===== config.mk =====
export PLATFORM = sky130hd
export DESIGN_NAME = mcd_core
export DESIGN_NICKNAME = d
export VERILOG_FILES = /design/src/verilog/mcd_pkg.sv /design/src/verilog/mcd_core.sv /design/src/verilog/mcd_decode.sv
export SDC_FILE = /design/constraint.sdc
export NUM_CORES = 2
export LEC_CHECK = 0
export BUFFER_PORTS_ARGS = -buffer_cell sky130_fd_sc_hd__buf_2
export CAP_MARGIN = 40
export CELL_PAD_IN_SITES_DETAIL_PLACEMENT = 2
export CELL_PAD_IN_SITES_GLOBAL_PLACEMENT = 2
export CORE_MARGIN = 3
export CORE_UTILIZATION = 35
export CTS_CLUSTER_DIAMETER = 200
export DETAILED_ROUTE_END_ITERATION = 8
export PLACE_DENSITY_LB_ADDON = 0.1
export REMOVE_ABC_BUFFERS = 1
export SETUP_SLACK_MARGIN = 0.4
export SYNTH_ARGS = -nofsm -noshare
export SYNTH_HDL_FRONTEND = slang
export SYNTH_HIERARCHICAL = 1
export SYNTH_SLANG_ARGS = --single-unit

===== constraint.sdc =====
create_clock -name clk_sys -period 15.57 [get_ports clk_sys]
set_input_delay 0 -clock clk_sys [delete_from_list [all_inputs] [get_ports clk_sys]]
set_output_delay 0 -clock clk_sys [all_outputs]
set_load 0.05 [all_outputs]

===== src/verilog/mcd_pkg.sv =====
/*
 * Shared constants and types for the instruction decode core.
 * Assumes one 125 MHz clock and a synchronous active-high reset.
 */
package mcd_pkg;
  localparam int WORD_W        = 14;
  localparam int FADR_W        = 7;
  localparam int PTR_W         = 13;
  localparam int STACK_D       = 8;
  localparam int OSC_PER_CYCLE = 4;
  localparam logic [1:0] PH_FETCH = 2'h0;
  localparam logic [1:0] PH_READ  = 2'h1;
  localparam logic [1:0] PH_EXEC  = 2'h3;
  localparam logic [6:0] PORT2_ADR = 7'h06;
  // Bus map, byte addresses
  localparam logic [7:0] REG_CTRL = 8'h00;
  localparam logic [7:0] REG_STAT = 8'h04;
  localparam logic [7:0] REG_WACC = 8'h08;
  localparam logic [7:0] REG_PTR  = 8'h0C;
  localparam int CTRL_RUN_BIT  = 0;
  localparam int STAT_TO_BIT   = 0;
  localparam int STAT_PD_BIT   = 1;
  localparam int STAT_PCF_BIT  = 2;
  localparam int STAT_SLP_BIT  = 3;
  localparam logic       RUN_RST   = 1'b0;
  localparam logic       FLAG_RST  = 1'b1;
  localparam logic [1:0] HTRANS_NONSEQ = 2'h2;

  typedef enum logic [1:0] {FMT_BYTE, FMT_BIT, FMT_LIT} mcd_fmt_t;

  typedef enum logic [5:0] {
    OP_NOP, OP_MOVWF, OP_CLR, OP_CLRW, OP_SUB, OP_DEC, OP_IOR, OP_AND, OP_XOR,
    OP_ADD, OP_MOV, OP_COM, OP_INC, OP_DECSZ, OP_RR, OP_RL, OP_SWAP, OP_INCSZ,
    OP_BCLR, OP_BSET, OP_BTSC, OP_BTSS, OP_CALL, OP_GOTO, OP_MOVL, OP_RETL,
    OP_IORL, OP_ANDL, OP_XORL, OP_SUBL, OP_ADDL, OP_RET, OP_RETI, OP_CLRWDT,
    OP_SLEEP, OP_OPTN, OP_DIRLD
  } mcd_op_t;

  typedef struct packed {
    mcd_fmt_t    fmt;
    mcd_op_t     op;
    logic        uses_file;
    logic [6:0]  fadr;
    logic        dest;
    logic [2:0]  bsel;
    logic [7:0]  k8;
    logic [10:0] k11;
  } mcd_dec_t;
endpackage


===== src/verilog/mcd_core.sv =====
/*
 * Instruction decode and sequencing core with an AHB-Lite register slave.
 * Assumes program memory answers instr_word for instr_pointer within one
 * clock; all inputs synchronous to clk_sys.
 */
// Decided for this implementation: register access over AHB-Lite and the register offsets.
// Functional notes
// RQ1 - Each instruction is one 14-bit word of opcode plus operand fields.
// RQ2 - Every word falls in exactly one of byte, bit, or literal/control format.
// RQ3 - Byte operations store to the accumulator when d is 0, to the file when d is 1.
// RQ4 - The file address is seven bits covering 0x00 to 0x7F.
// RQ5 - Bit operations pick one bit of the addressed 8-bit file register.
// RQ6 - Literal operations take an 8-bit or 11-bit constant from the word.
// RQ7 - One instruction cycle lasts four oscillator periods.
// RQ8 - A true skip or a pointer change costs a second cycle run as a no-op.
// RQ9 - Every file access reads first, then modifies and stores.
// RQ10 - Clearing the second port reads it first, which clears its mismatch.
// RQ11 - Don't-care bits of a word are ignored; software should emit zeros.
// RQ12 - Software should avoid the prescaler and direction-load words.
// RQ13 - The core keeps a time-out flag and a power-down flag.
// RQ14 - Format and opcode boundaries follow the general format layout.
`timescale 1ns/10ps
module mcd_core
  import mcd_pkg::*;
#(
  parameter int STACK_DEPTH = STACK_D
)(
  input  wire logic              clk_sys,
  input  wire logic              sys_rst,
  input  wire logic [WORD_W-1:0] instr_word,
  output logic [PTR_W-1:0]       instr_pointer,
  input  wire logic [7:0]        port_in,
  output logic [7:0]             port_out,
  output logic                   port_change_int_flag,
  output logic                   timeout_flag,
  output logic                   powerdown_flag,
  input  wire logic              hsel,
  input  wire logic [31:0]       haddr,
  input  wire logic [1:0]        htrans,
  input  wire logic              hwrite,
  input  wire logic [2:0]        hsize,
  input  wire logic [31:0]       hwdata,
  input  wire logic              hready,
  output logic [31:0]            hrdata,
  output logic                   hreadyout,
  output logic                   hresp
);
  localparam int SP_W = $clog2(STACK_DEPTH);

  logic [1:0]        phase, next_phase;
  logic [WORD_W-1:0] ir, next_ir;
  logic              squash, next_squash;
  logic              rd_done, next_rd_done;
  logic [7:0]        rd_q, next_rd_q;
  logic [7:0]        w_acc, next_w_acc;
  logic              carry, next_carry;
  logic [7:0]        file_mem [128], next_file [128];
  logic [PTR_W-1:0]  stack [STACK_DEPTH], next_stack [STACK_DEPTH];
  logic [SP_W-1:0]   sp, next_sp;
  logic [PTR_W-1:0]  next_ptr;
  logic [7:0]        port_snap, next_port_snap, next_port_out;
  logic              next_pcf, next_to, next_pd, asleep, next_asleep;
  logic              run, fetched, next_fetched;
  logic              ctrl_wr, stat_clr;
  mcd_dec_t          dec;
  logic              exec_now;
  logic [7:0]        res;
  logic              wr_w, wr_f, take_extra;

  mcd_decode u_dec (
    .iw  (ir),
    .dec (dec)
  );

  // RQ7 divide by four, execute on the last phase
  // Only a word fetched this cycle runs, so a mid-cycle start or wake never repeats a stale word
  assign exec_now = (phase == PH_EXEC) && run && !asleep && fetched;

  always_comb begin
    res        = rd_q;
    wr_w       = 1'b0;
    wr_f       = 1'b0;
    take_extra = 1'b0;
    next_carry = carry;
    next_ptr   = instr_pointer + 13'h1;
    next_sp    = sp;
    next_stack = stack;
    next_to    = timeout_flag;
    next_pd    = powerdown_flag;
    next_asleep = asleep && !ctrl_wr;
    // RQ3 byte results routed by d
    if (dec.fmt == FMT_BYTE) begin
      wr_w = !dec.dest;
      wr_f = dec.dest;
    end
    case (dec.op)
      OP_MOVWF: res = w_acc;
      OP_CLR:   res = 8'h00;
      OP_CLRW: begin
        res  = 8'h00;
        wr_w = 1'b1;
      end
      OP_SUB:   res = rd_q - w_acc;
      OP_DEC:   res = rd_q - 8'h01;
      OP_IOR:   res = rd_q | w_acc;
      OP_AND:   res = rd_q & w_acc;
      OP_XOR:   res = rd_q ^ w_acc;
      OP_ADD:   res = rd_q + w_acc;
      OP_COM:   res = ~rd_q;
      OP_INC:   res = rd_q + 8'h01;
      OP_DECSZ: begin
        res        = rd_q - 8'h01;
        take_extra = (res == 8'h00);
      end
      OP_INCSZ: begin
        res        = rd_q + 8'h01;
        take_extra = (res == 8'h00);
      end
      OP_RR: begin
        res        = {carry, rd_q[7:1]};
        next_carry = rd_q[0];
      end
      OP_RL: begin
        res        = {rd_q[6:0], carry};
        next_carry = rd_q[7];
      end
      OP_SWAP:  res = {rd_q[3:0], rd_q[7:4]};
      // RQ5 single bit chosen by bsel
      OP_BCLR: begin
        res          = rd_q;
        res[dec.bsel] = 1'b0;
        wr_f         = 1'b1;
      end
      OP_BSET: begin
        res          = rd_q;
        res[dec.bsel] = 1'b1;
        wr_f         = 1'b1;
      end
      OP_BTSC:  take_extra = !rd_q[dec.bsel];
      OP_BTSS:  take_extra = rd_q[dec.bsel];
      // RQ6 literal operands
      OP_MOVL, OP_RETL, OP_IORL, OP_ANDL, OP_XORL, OP_SUBL, OP_ADDL: begin
        wr_w = 1'b1;
        case (dec.op)
          OP_IORL: res = dec.k8 | w_acc;
          OP_ANDL: res = dec.k8 & w_acc;
          OP_XORL: res = dec.k8 ^ w_acc;
          OP_SUBL: res = dec.k8 - w_acc;
          OP_ADDL: res = dec.k8 + w_acc;
          default: res = dec.k8;
        endcase
      end
      OP_CALL, OP_GOTO: begin
        take_extra = 1'b1;
        next_ptr   = {instr_pointer[PTR_W-1:11], dec.k11};
      end
      OP_RET, OP_RETI: take_extra = 1'b1;
      // RQ13 flag updates
      OP_CLRWDT: begin
        next_to = 1'b1;
        next_pd = 1'b1;
      end
      OP_SLEEP: begin
        next_to     = 1'b1;
        next_pd     = 1'b0;
        next_asleep = 1'b1;
      end
      // RQ12 recognised but no option or direction latch exists here
      default: res = rd_q;
    endcase
    if (dec.op == OP_RETL) begin
      take_extra = 1'b1;
    end
    if (dec.op == OP_CALL) begin
      next_stack[sp] = instr_pointer + 13'h1;
      next_sp        = sp + 1'b1;
    end
    if (dec.op == OP_RET || dec.op == OP_RETI || dec.op == OP_RETL) begin
      next_sp  = sp - 1'b1;
      next_ptr = stack[sp - 1'b1];
    end
    // RQ8 skip jumps past the next word, whose slot becomes the no-op
    if (take_extra && dec.fmt != FMT_LIT) begin
      next_ptr = instr_pointer + 13'h2;
    end
  end

  always_comb begin
    next_phase     = phase + 2'h1;
    next_ir        = ir;
    next_squash    = squash;
    next_rd_done   = rd_done;
    next_rd_q      = rd_q;
    next_w_acc     = w_acc;
    next_file      = file_mem;
    next_port_snap = port_snap;
    next_port_out  = port_out;
    next_fetched   = fetched;
    // Set wins over a software clear in the same cycle
    next_pcf = (port_change_int_flag && !stat_clr) || (port_in != port_snap);
    if (run && !asleep && phase == PH_FETCH) begin
      next_ir      = instr_word;
      next_fetched = 1'b1;
    end
    // RQ9 read phase ahead of every file store
    if (run && !asleep && fetched && phase == PH_READ && dec.uses_file && !squash) begin
      next_rd_done = 1'b1;
      if (dec.fadr == PORT2_ADR) begin
        // RQ10 port read resyncs the mismatch reference
        next_rd_q      = port_in;
        next_port_snap = port_in;
      end else begin
        next_rd_q = file_mem[dec.fadr];
      end
    end
    if (exec_now) begin
      next_fetched = 1'b0;
      next_rd_done = 1'b0;
      next_squash  = 1'b0;
      if (!squash) begin
        next_squash = take_extra;
        if (wr_w) begin
          next_w_acc = res;
        end
        if (wr_f) begin
          if (dec.fadr == PORT2_ADR) begin
            next_port_out = res;
          end else begin
            next_file[dec.fadr] = res;
          end
        end
      end
    end
  end

  always_ff @(posedge clk_sys) begin
    if (sys_rst) begin
      phase    <= PH_FETCH;
      ir       <= '0;
      squash   <= 1'b0;
      rd_done  <= 1'b0;
      rd_q     <= '0;
      w_acc    <= '0;
      carry    <= 1'b0;
      file_mem <= '{default: 8'h00};
      stack    <= '{default: '0};
      sp       <= '0;
      instr_pointer        <= '0;
      port_snap            <= '0;
      port_out             <= '0;
      port_change_int_flag <= 1'b0;
      timeout_flag         <= FLAG_RST;
      powerdown_flag       <= FLAG_RST;
      asleep               <= 1'b0;
      fetched              <= 1'b0;
    end else begin
      phase    <= next_phase;
      ir       <= next_ir;
      squash   <= next_squash;
      rd_done  <= next_rd_done;
      rd_q     <= next_rd_q;
      w_acc    <= next_w_acc;
      file_mem <= next_file;
      port_snap            <= next_port_snap;
      port_out             <= next_port_out;
      port_change_int_flag <= next_pcf;
      fetched              <= next_fetched;
      asleep               <= exec_now && !squash ? next_asleep : asleep && !ctrl_wr;
      // RQ8 no-op slot keeps the pointer so its target is fetched again
      if (exec_now && !squash) begin
        carry          <= next_carry;
        stack          <= next_stack;
        sp             <= next_sp;
        instr_pointer  <= next_ptr;
        timeout_flag   <= next_to;
        powerdown_flag <= next_pd;
      end
    end
  end

  // Register slave: zero wait states, always OKAY
  logic        dp_valid, next_dp_valid, dp_write, next_dp_write;
  logic [7:0]  dp_addr, next_dp_addr;
  logic [31:0] next_hrdata;
  logic        next_run;

  always_comb begin
    next_dp_valid = hsel && htrans == HTRANS_NONSEQ && hready;
    next_dp_write = hwrite;
    next_dp_addr  = haddr[7:0];
    next_hrdata   = hrdata;
    next_run      = run;
    ctrl_wr  = dp_valid && dp_write && dp_addr == REG_CTRL;
    stat_clr = dp_valid && dp_write && dp_addr == REG_STAT && hwdata[STAT_PCF_BIT];
    if (ctrl_wr) begin
      next_run = hwdata[CTRL_RUN_BIT];
    end
    if (next_dp_valid && !hwrite) begin
      next_hrdata = 32'h0000_0000;
      case (haddr[7:0])
        REG_CTRL: next_hrdata[CTRL_RUN_BIT] = run;
        REG_STAT: begin
          next_hrdata[STAT_TO_BIT]  = timeout_flag;
          next_hrdata[STAT_PD_BIT]  = powerdown_flag;
          next_hrdata[STAT_PCF_BIT] = port_change_int_flag;
          next_hrdata[STAT_SLP_BIT] = asleep;
        end
        REG_WACC: next_hrdata[7:0]       = w_acc;
        REG_PTR:  next_hrdata[PTR_W-1:0] = instr_pointer;
        default:  next_hrdata = 32'h0000_0000;
      endcase
    end
  end

  always_ff @(posedge clk_sys) begin
    if (sys_rst) begin
      dp_valid  <= 1'b0;
      dp_write  <= 1'b0;
      dp_addr   <= '0;
      hrdata    <= '0;
      hreadyout <= 1'b1;
      hresp     <= 1'b0;
      run       <= RUN_RST;
    end else begin
      dp_valid  <= next_dp_valid;
      dp_write  <= next_dp_write;
      dp_addr   <= next_dp_addr;
      hrdata    <= next_hrdata;
      hreadyout <= 1'b1;
      hresp     <= 1'b0;
      run       <= next_run;
    end
  end
endmodule


===== src/verilog/mcd_decode.sv =====
/*
 * Pure decoder: splits one 14-bit instruction word into format,
 * operation and operand fields. Assumes the word is already registered.
 */
`timescale 1ns/10ps
module mcd_decode
  import mcd_pkg::*;
(
  input  wire logic [WORD_W-1:0] iw,
  output mcd_dec_t               dec
);
  always_comb begin
    dec           = '0;
    // RQ1 RQ4 RQ5 RQ6 field extraction
    dec.fadr      = iw[6:0];
    dec.dest      = iw[7];
    dec.bsel      = iw[9:7];
    dec.k8        = iw[7:0];
    dec.k11       = iw[10:0];
    dec.fmt       = FMT_LIT;
    dec.op        = OP_NOP;
    dec.uses_file = 1'b0;
    // RQ2 RQ14 format split on top bits
    case (iw[13:12])
      2'h0: begin
        dec.fmt       = FMT_BYTE;
        dec.uses_file = 1'b1;
        case (iw[11:8])
          4'h0: begin
            if (iw[7]) begin
              dec.op = OP_MOVWF;
            end else begin
              // RQ11 control words, don't-care bits ignored
              dec.fmt       = FMT_LIT;
              dec.uses_file = 1'b0;
              case (iw[6:0])
                7'h08:   dec.op = OP_RET;
                7'h09:   dec.op = OP_RETI;
                7'h62:   dec.op = OP_OPTN;
                7'h63:   dec.op = OP_SLEEP;
                7'h64:   dec.op = OP_CLRWDT;
                7'h65,
                7'h66,
                7'h67:   dec.op = OP_DIRLD;
                default: dec.op = OP_NOP;
              endcase
            end
          end
          4'h1: begin
            // RQ11 low seven bits of the accumulator clear are ignored
            dec.op        = iw[7] ? OP_CLR : OP_CLRW;
            dec.uses_file = iw[7];
          end
          4'h2:    dec.op = OP_SUB;
          4'h3:    dec.op = OP_DEC;
          4'h4:    dec.op = OP_IOR;
          4'h5:    dec.op = OP_AND;
          4'h6:    dec.op = OP_XOR;
          4'h7:    dec.op = OP_ADD;
          4'h8:    dec.op = OP_MOV;
          4'h9:    dec.op = OP_COM;
          4'hA:    dec.op = OP_INC;
          4'hB:    dec.op = OP_DECSZ;
          4'hC:    dec.op = OP_RR;
          4'hD:    dec.op = OP_RL;
          4'hE:    dec.op = OP_SWAP;
          default: dec.op = OP_INCSZ;
        endcase
      end
      2'h1: begin
        dec.fmt       = FMT_BIT;
        dec.uses_file = 1'b1;
        case (iw[11:10])
          2'h0:    dec.op = OP_BCLR;
          2'h1:    dec.op = OP_BSET;
          2'h2:    dec.op = OP_BTSC;
          default: dec.op = OP_BTSS;
        endcase
      end
      2'h2: dec.op = iw[11] ? OP_GOTO : OP_CALL;
      default: begin
        // RQ11 unused literal-space bits ignored
        casez (iw[11:8])
          4'b00??: dec.op = OP_MOVL;
          4'b01??: dec.op = OP_RETL;
          4'b1000: dec.op = OP_IORL;
          4'b1001: dec.op = OP_ANDL;
          4'b1010: dec.op = OP_XORL;
          4'b110?: dec.op = OP_SUBL;
          default: dec.op = OP_ADDL;
        endcase
      end
    endcase
  end
endmodule


==> flow_metrics.tcl <==
set metrics [dict create \
    synth_edf_count 0 \
    power_per_cell_area_nw_per_um2 107 \
    overflow 0 \
    postRouteWirelength_um 244000 \
    setup_total_negative_slack_ns 0 \
    insertion_delay_ns 0.79 \
    yosysTopAreaCellShare_pct 44.8 \
    commonest_non_fill_non_tap_cell_in_the_layout "dfxtp_1" \
    finalNonFillerCells 8274 \
    final_critical_path_setup_slack_ns 8.68 \
    post_detailed_route_via_to_cell_ratio 6.18 \
    tritoncts_num_sinks 1221 \
    synth.top_cells.by_area "dfxtp_1 45%, a211oi_1 9.0%, nor2_1 6.5%, nand3_1 4.0%, o31ai_1 3.6%" \
    syn-instance-count 6233 \
    holdCritPathClass "in -> reg" \
    rsz0062_at_grt "no" \
    grtUsageTotal_pct 29.3 \
    critical_path.slowest_cell "buf_4" \
    fmax_ghz 0.145 \
    min_period_over_period_pct 44.3 \
    buffer_ports.inserted 74 \
    first_iter_violations 3911 \
    route.vias.total 51100 \
    rrSetupSlack_ns 8.68 \
    critical_path.endpoint_type "flop" \
    maxSlewViolCount 0 \
    first_global_vias 53500 \
    cellInternalPower_uw 5170 \
    placedCellCount 7944 \
    power.leakage_uw 0.0196 \
    clock_skew_ns 0.0213 \
    layout.cell_area.non_filler_um2 62500 \
    syn-cell-area_um2 54600 \
    syn-mean-instance-area_um2 8.76 \
    max_slew.worst_pin.slew_ns 1.26 \
    worst-path-max-fanout 67 \
    timing.critical_path.buf_inv 4 \
    finalNetCount 6255 \
    grt_max_degree 204 \
    synth.ff_latch_count 1221 \
    ys_dominant_reg_cell "dfxtp_1" \
    max_cap_violations 0 \
    slew_headroom_pct 16.0 \
    clkPwrFrac_pct 51.6 \
    final.fill_count 16800 \
    r2r-end "file_mem[140]" \
    power.net_switching_uw 1520 \
    crit_path_max_incr_delay_ns 0.73 \
    yosysWarnings 6 \
    numCtsBuffers 146 \
    crit_reg_reg_startpoint "ir[3]" \
    startpoint_of_the_most_critical_hold_path "hwdata[0]" \
    starting_density_pct 35.3 \
    htreeDepth 4 \
    final-setup-viol-count 0 \
    pin_count 154 \
    timing.critical_path.cells "or4b_1 > nand2b_1 > o21ai_0 > a31o_2 > nor4b_2 > nand2_1 > nor2_1 > a21o_1 > inv_1 > fa_1 > nor2b_1 > o21a_1 > o21ai_0 > a32oi_1 > nand4_1 > a221oi_4 > buf_4 > buf_16 > buf_4 > a211oi_1" \
    dp_hpwl_um 149000 \
    cts_buffer_depth 3 \
    seq_power_share_pct 46.8 \
    area_growth_from_synthesis_to_layout_pct 14.5 \
    max-vdd-ir-drop_v 0.000120 \
    floorplan_die_height_um 401 \
    top_family_by_delay_on_critical_path "simple AND/OR/NAND/NOR gates" \
    comb_power_share_pct 1.7 \
    antenna_left 0 \
    worst_ep_arrival_time_ns 7.51 \
    detailedPlace.worstSlack_ns 8.85 \
    dpl-instance-area_um2 57100 \
    wl_per_cell_um 29.5 \
    finalHoldViolations 0 \
    placeableCoreArea_um2 155000 \
    cts.reportedPaths.clkPinSlew_ns 0.06 \
    cts-root-buf "clkbuf_16" \
    synth.lib_cells_used.distinct 90 \
    final_period_minus_worst_setup_slack_ns 6.89 \
    synth.yosys.seq_area_share_pct 44.8 \
    dieArea_um2 161000 \
    die_w_um 401 \
    drive_gt1_share_pct 10.8 \
    type_of_the_worst_setup_path "reg -> reg" \
    worst_hold_path_cells 4 \
    power.switching_fraction_pct 22.7 \
    finalPower_uw 6690 \
    worst_ep_required_time_ns 16.19 \
    worstHoldEndpoint "run" \
    tritoncts "done" \
    run_status "finished, final reports clean" \
    grt_pass1_wl_um 363000 \
    cp-start-kind "flop" \
    remaining_drc_errors 0 \
    gpl.final_weighted_congestion 0.879 \
    initial_antenna_violation_count 3 \
    rows 144 \
    synth_async_sr_flop_share_pct 0 \
    most_used_cells_in_the_layout_excluding_fill_and_tap_cells "1213 x dfxtp_1, 936 x nor2_1, 653 x a211oi_1" \
    reg2regPathDepth 20 \
    synth.largest_area_cell "dfxtp_1" \
    number_of_search_and_repair_iterations_in_the_first_detailed_routing_pass 6 \
]
[worst max path at each step]
stage                     start             to  cells after the start
after floorplan           ir[2]  file_mem[760]                     10
after global placement    ir[3]  file_mem[764]                     19
after detailed placement  ir[2]  file_mem[764]                     20
after CTS                 ir[2]  file_mem[228]                     20
after global routing      ir[2]  file_mem[172]                     20
final                     ir[3]  file_mem[140]                     20
[state kept, by name, summed over array words and instances (netlist names), 2 cells and up]
signal and flops:
port_out 8, rd_q 8, file_mem 1023, sp 3, ir 14, hrdata 13
port_snap 8, stack 104, phase 2, instr_pointer 13, w_acc 8, dp_addr 8
[final cells by class]
cell class / instances / area (um^2) / share of cell area (%)
inverter: 48 / 188 / 0.300
clock buffer: 233 / 4430 / 7.08
antenna: 2 / 5.00 / 0.00800
clock inverter: 31 / 335 / 0.536
timing repair buffer: 318 / 2900 / 4.63
multi-input combinational: 4377 / 27700 / 44.2
tap: 2044 / 2560 / 4.09
sequential: 1221 / 24500 / 39.1
[repair_timing]
action,4_1_cts,5_1_grt
gates resized for setup,0,0
buffers inserted,0,0
endpoints found under the hold margin,213,0
hold buffers,63,0
[cells in the mapped netlist (all sizes together), types with 24 or more instances]
cell type and count:
clkbuf 435, a31oi 33, o21ai 315, nand2 317, nor2 940, nor3 36, nand3 437, nor4 33
a22o 44, mux2 82, and3 24, nand4 29, a21oi 209, dfxtp 1221, mux2i 93, inv 46
a221oi 104, ha 45, a22oi 219, a41oi 24, o31ai 261, mux4 45, xnor2 29, xor2 25
nor2b 40, a211oi 655, buf 172
[stage by stage]
stage,hold WS (ns),utilization (%)
after CTS,0.0294,40.4
final,0.0825,40.5
after detailed placement,0.241,37.0
after global placement,0.239,36.4
after floorplan,0.0667,-
after global routing,0.0682,40.4
[power groups by stage]
stage / clock [uW] / sequential (uW) / combinational, uW
4_1_cts: 3510 / 3130 / 110
2_1_floorplan: 0 / 3200 / 33.2
6_report: 3450 / 3130 / 111
3_3_place_gp: 0 / 3190 / 95.3
5_1_grt: 3650 / 3120 / 118
3_5_place_dp: 0 / 3200 / 99.4
[cells by family after synthesis]
kind of cell    synth area share [%]
xor+xnor                       0.866
fa+ha+maj                       1.10
simple gates                    16.3
flops                           44.8
other cells                   0.0138
buf+inv                         5.14
compound gates                  26.6
mux                             5.25
[tightest hold or removal path: cells and delay by family]
family                 cells  cell delay, ns
buffers and inverters      2            0.69
and+or+nand+nor            1            0.06
AOI/OAI and AO/OA          1            0.05
[layer usage]
| layer | track usage [%] | vias to the layer above | part of all wire (%) |
|---|---|---|---|
| met2 | 48.2 | 1274 | 46 |
| met5 | 0 | - | 0 |
| met1 | 40.2 | 26500 | 46 |
| met3 | 3.53 | 344 | 4.4 |
| li1 | - | 23100 | - |
| met4 | 8.88 | 0 | 2.9 |
(Power assumes the default switching activity.)
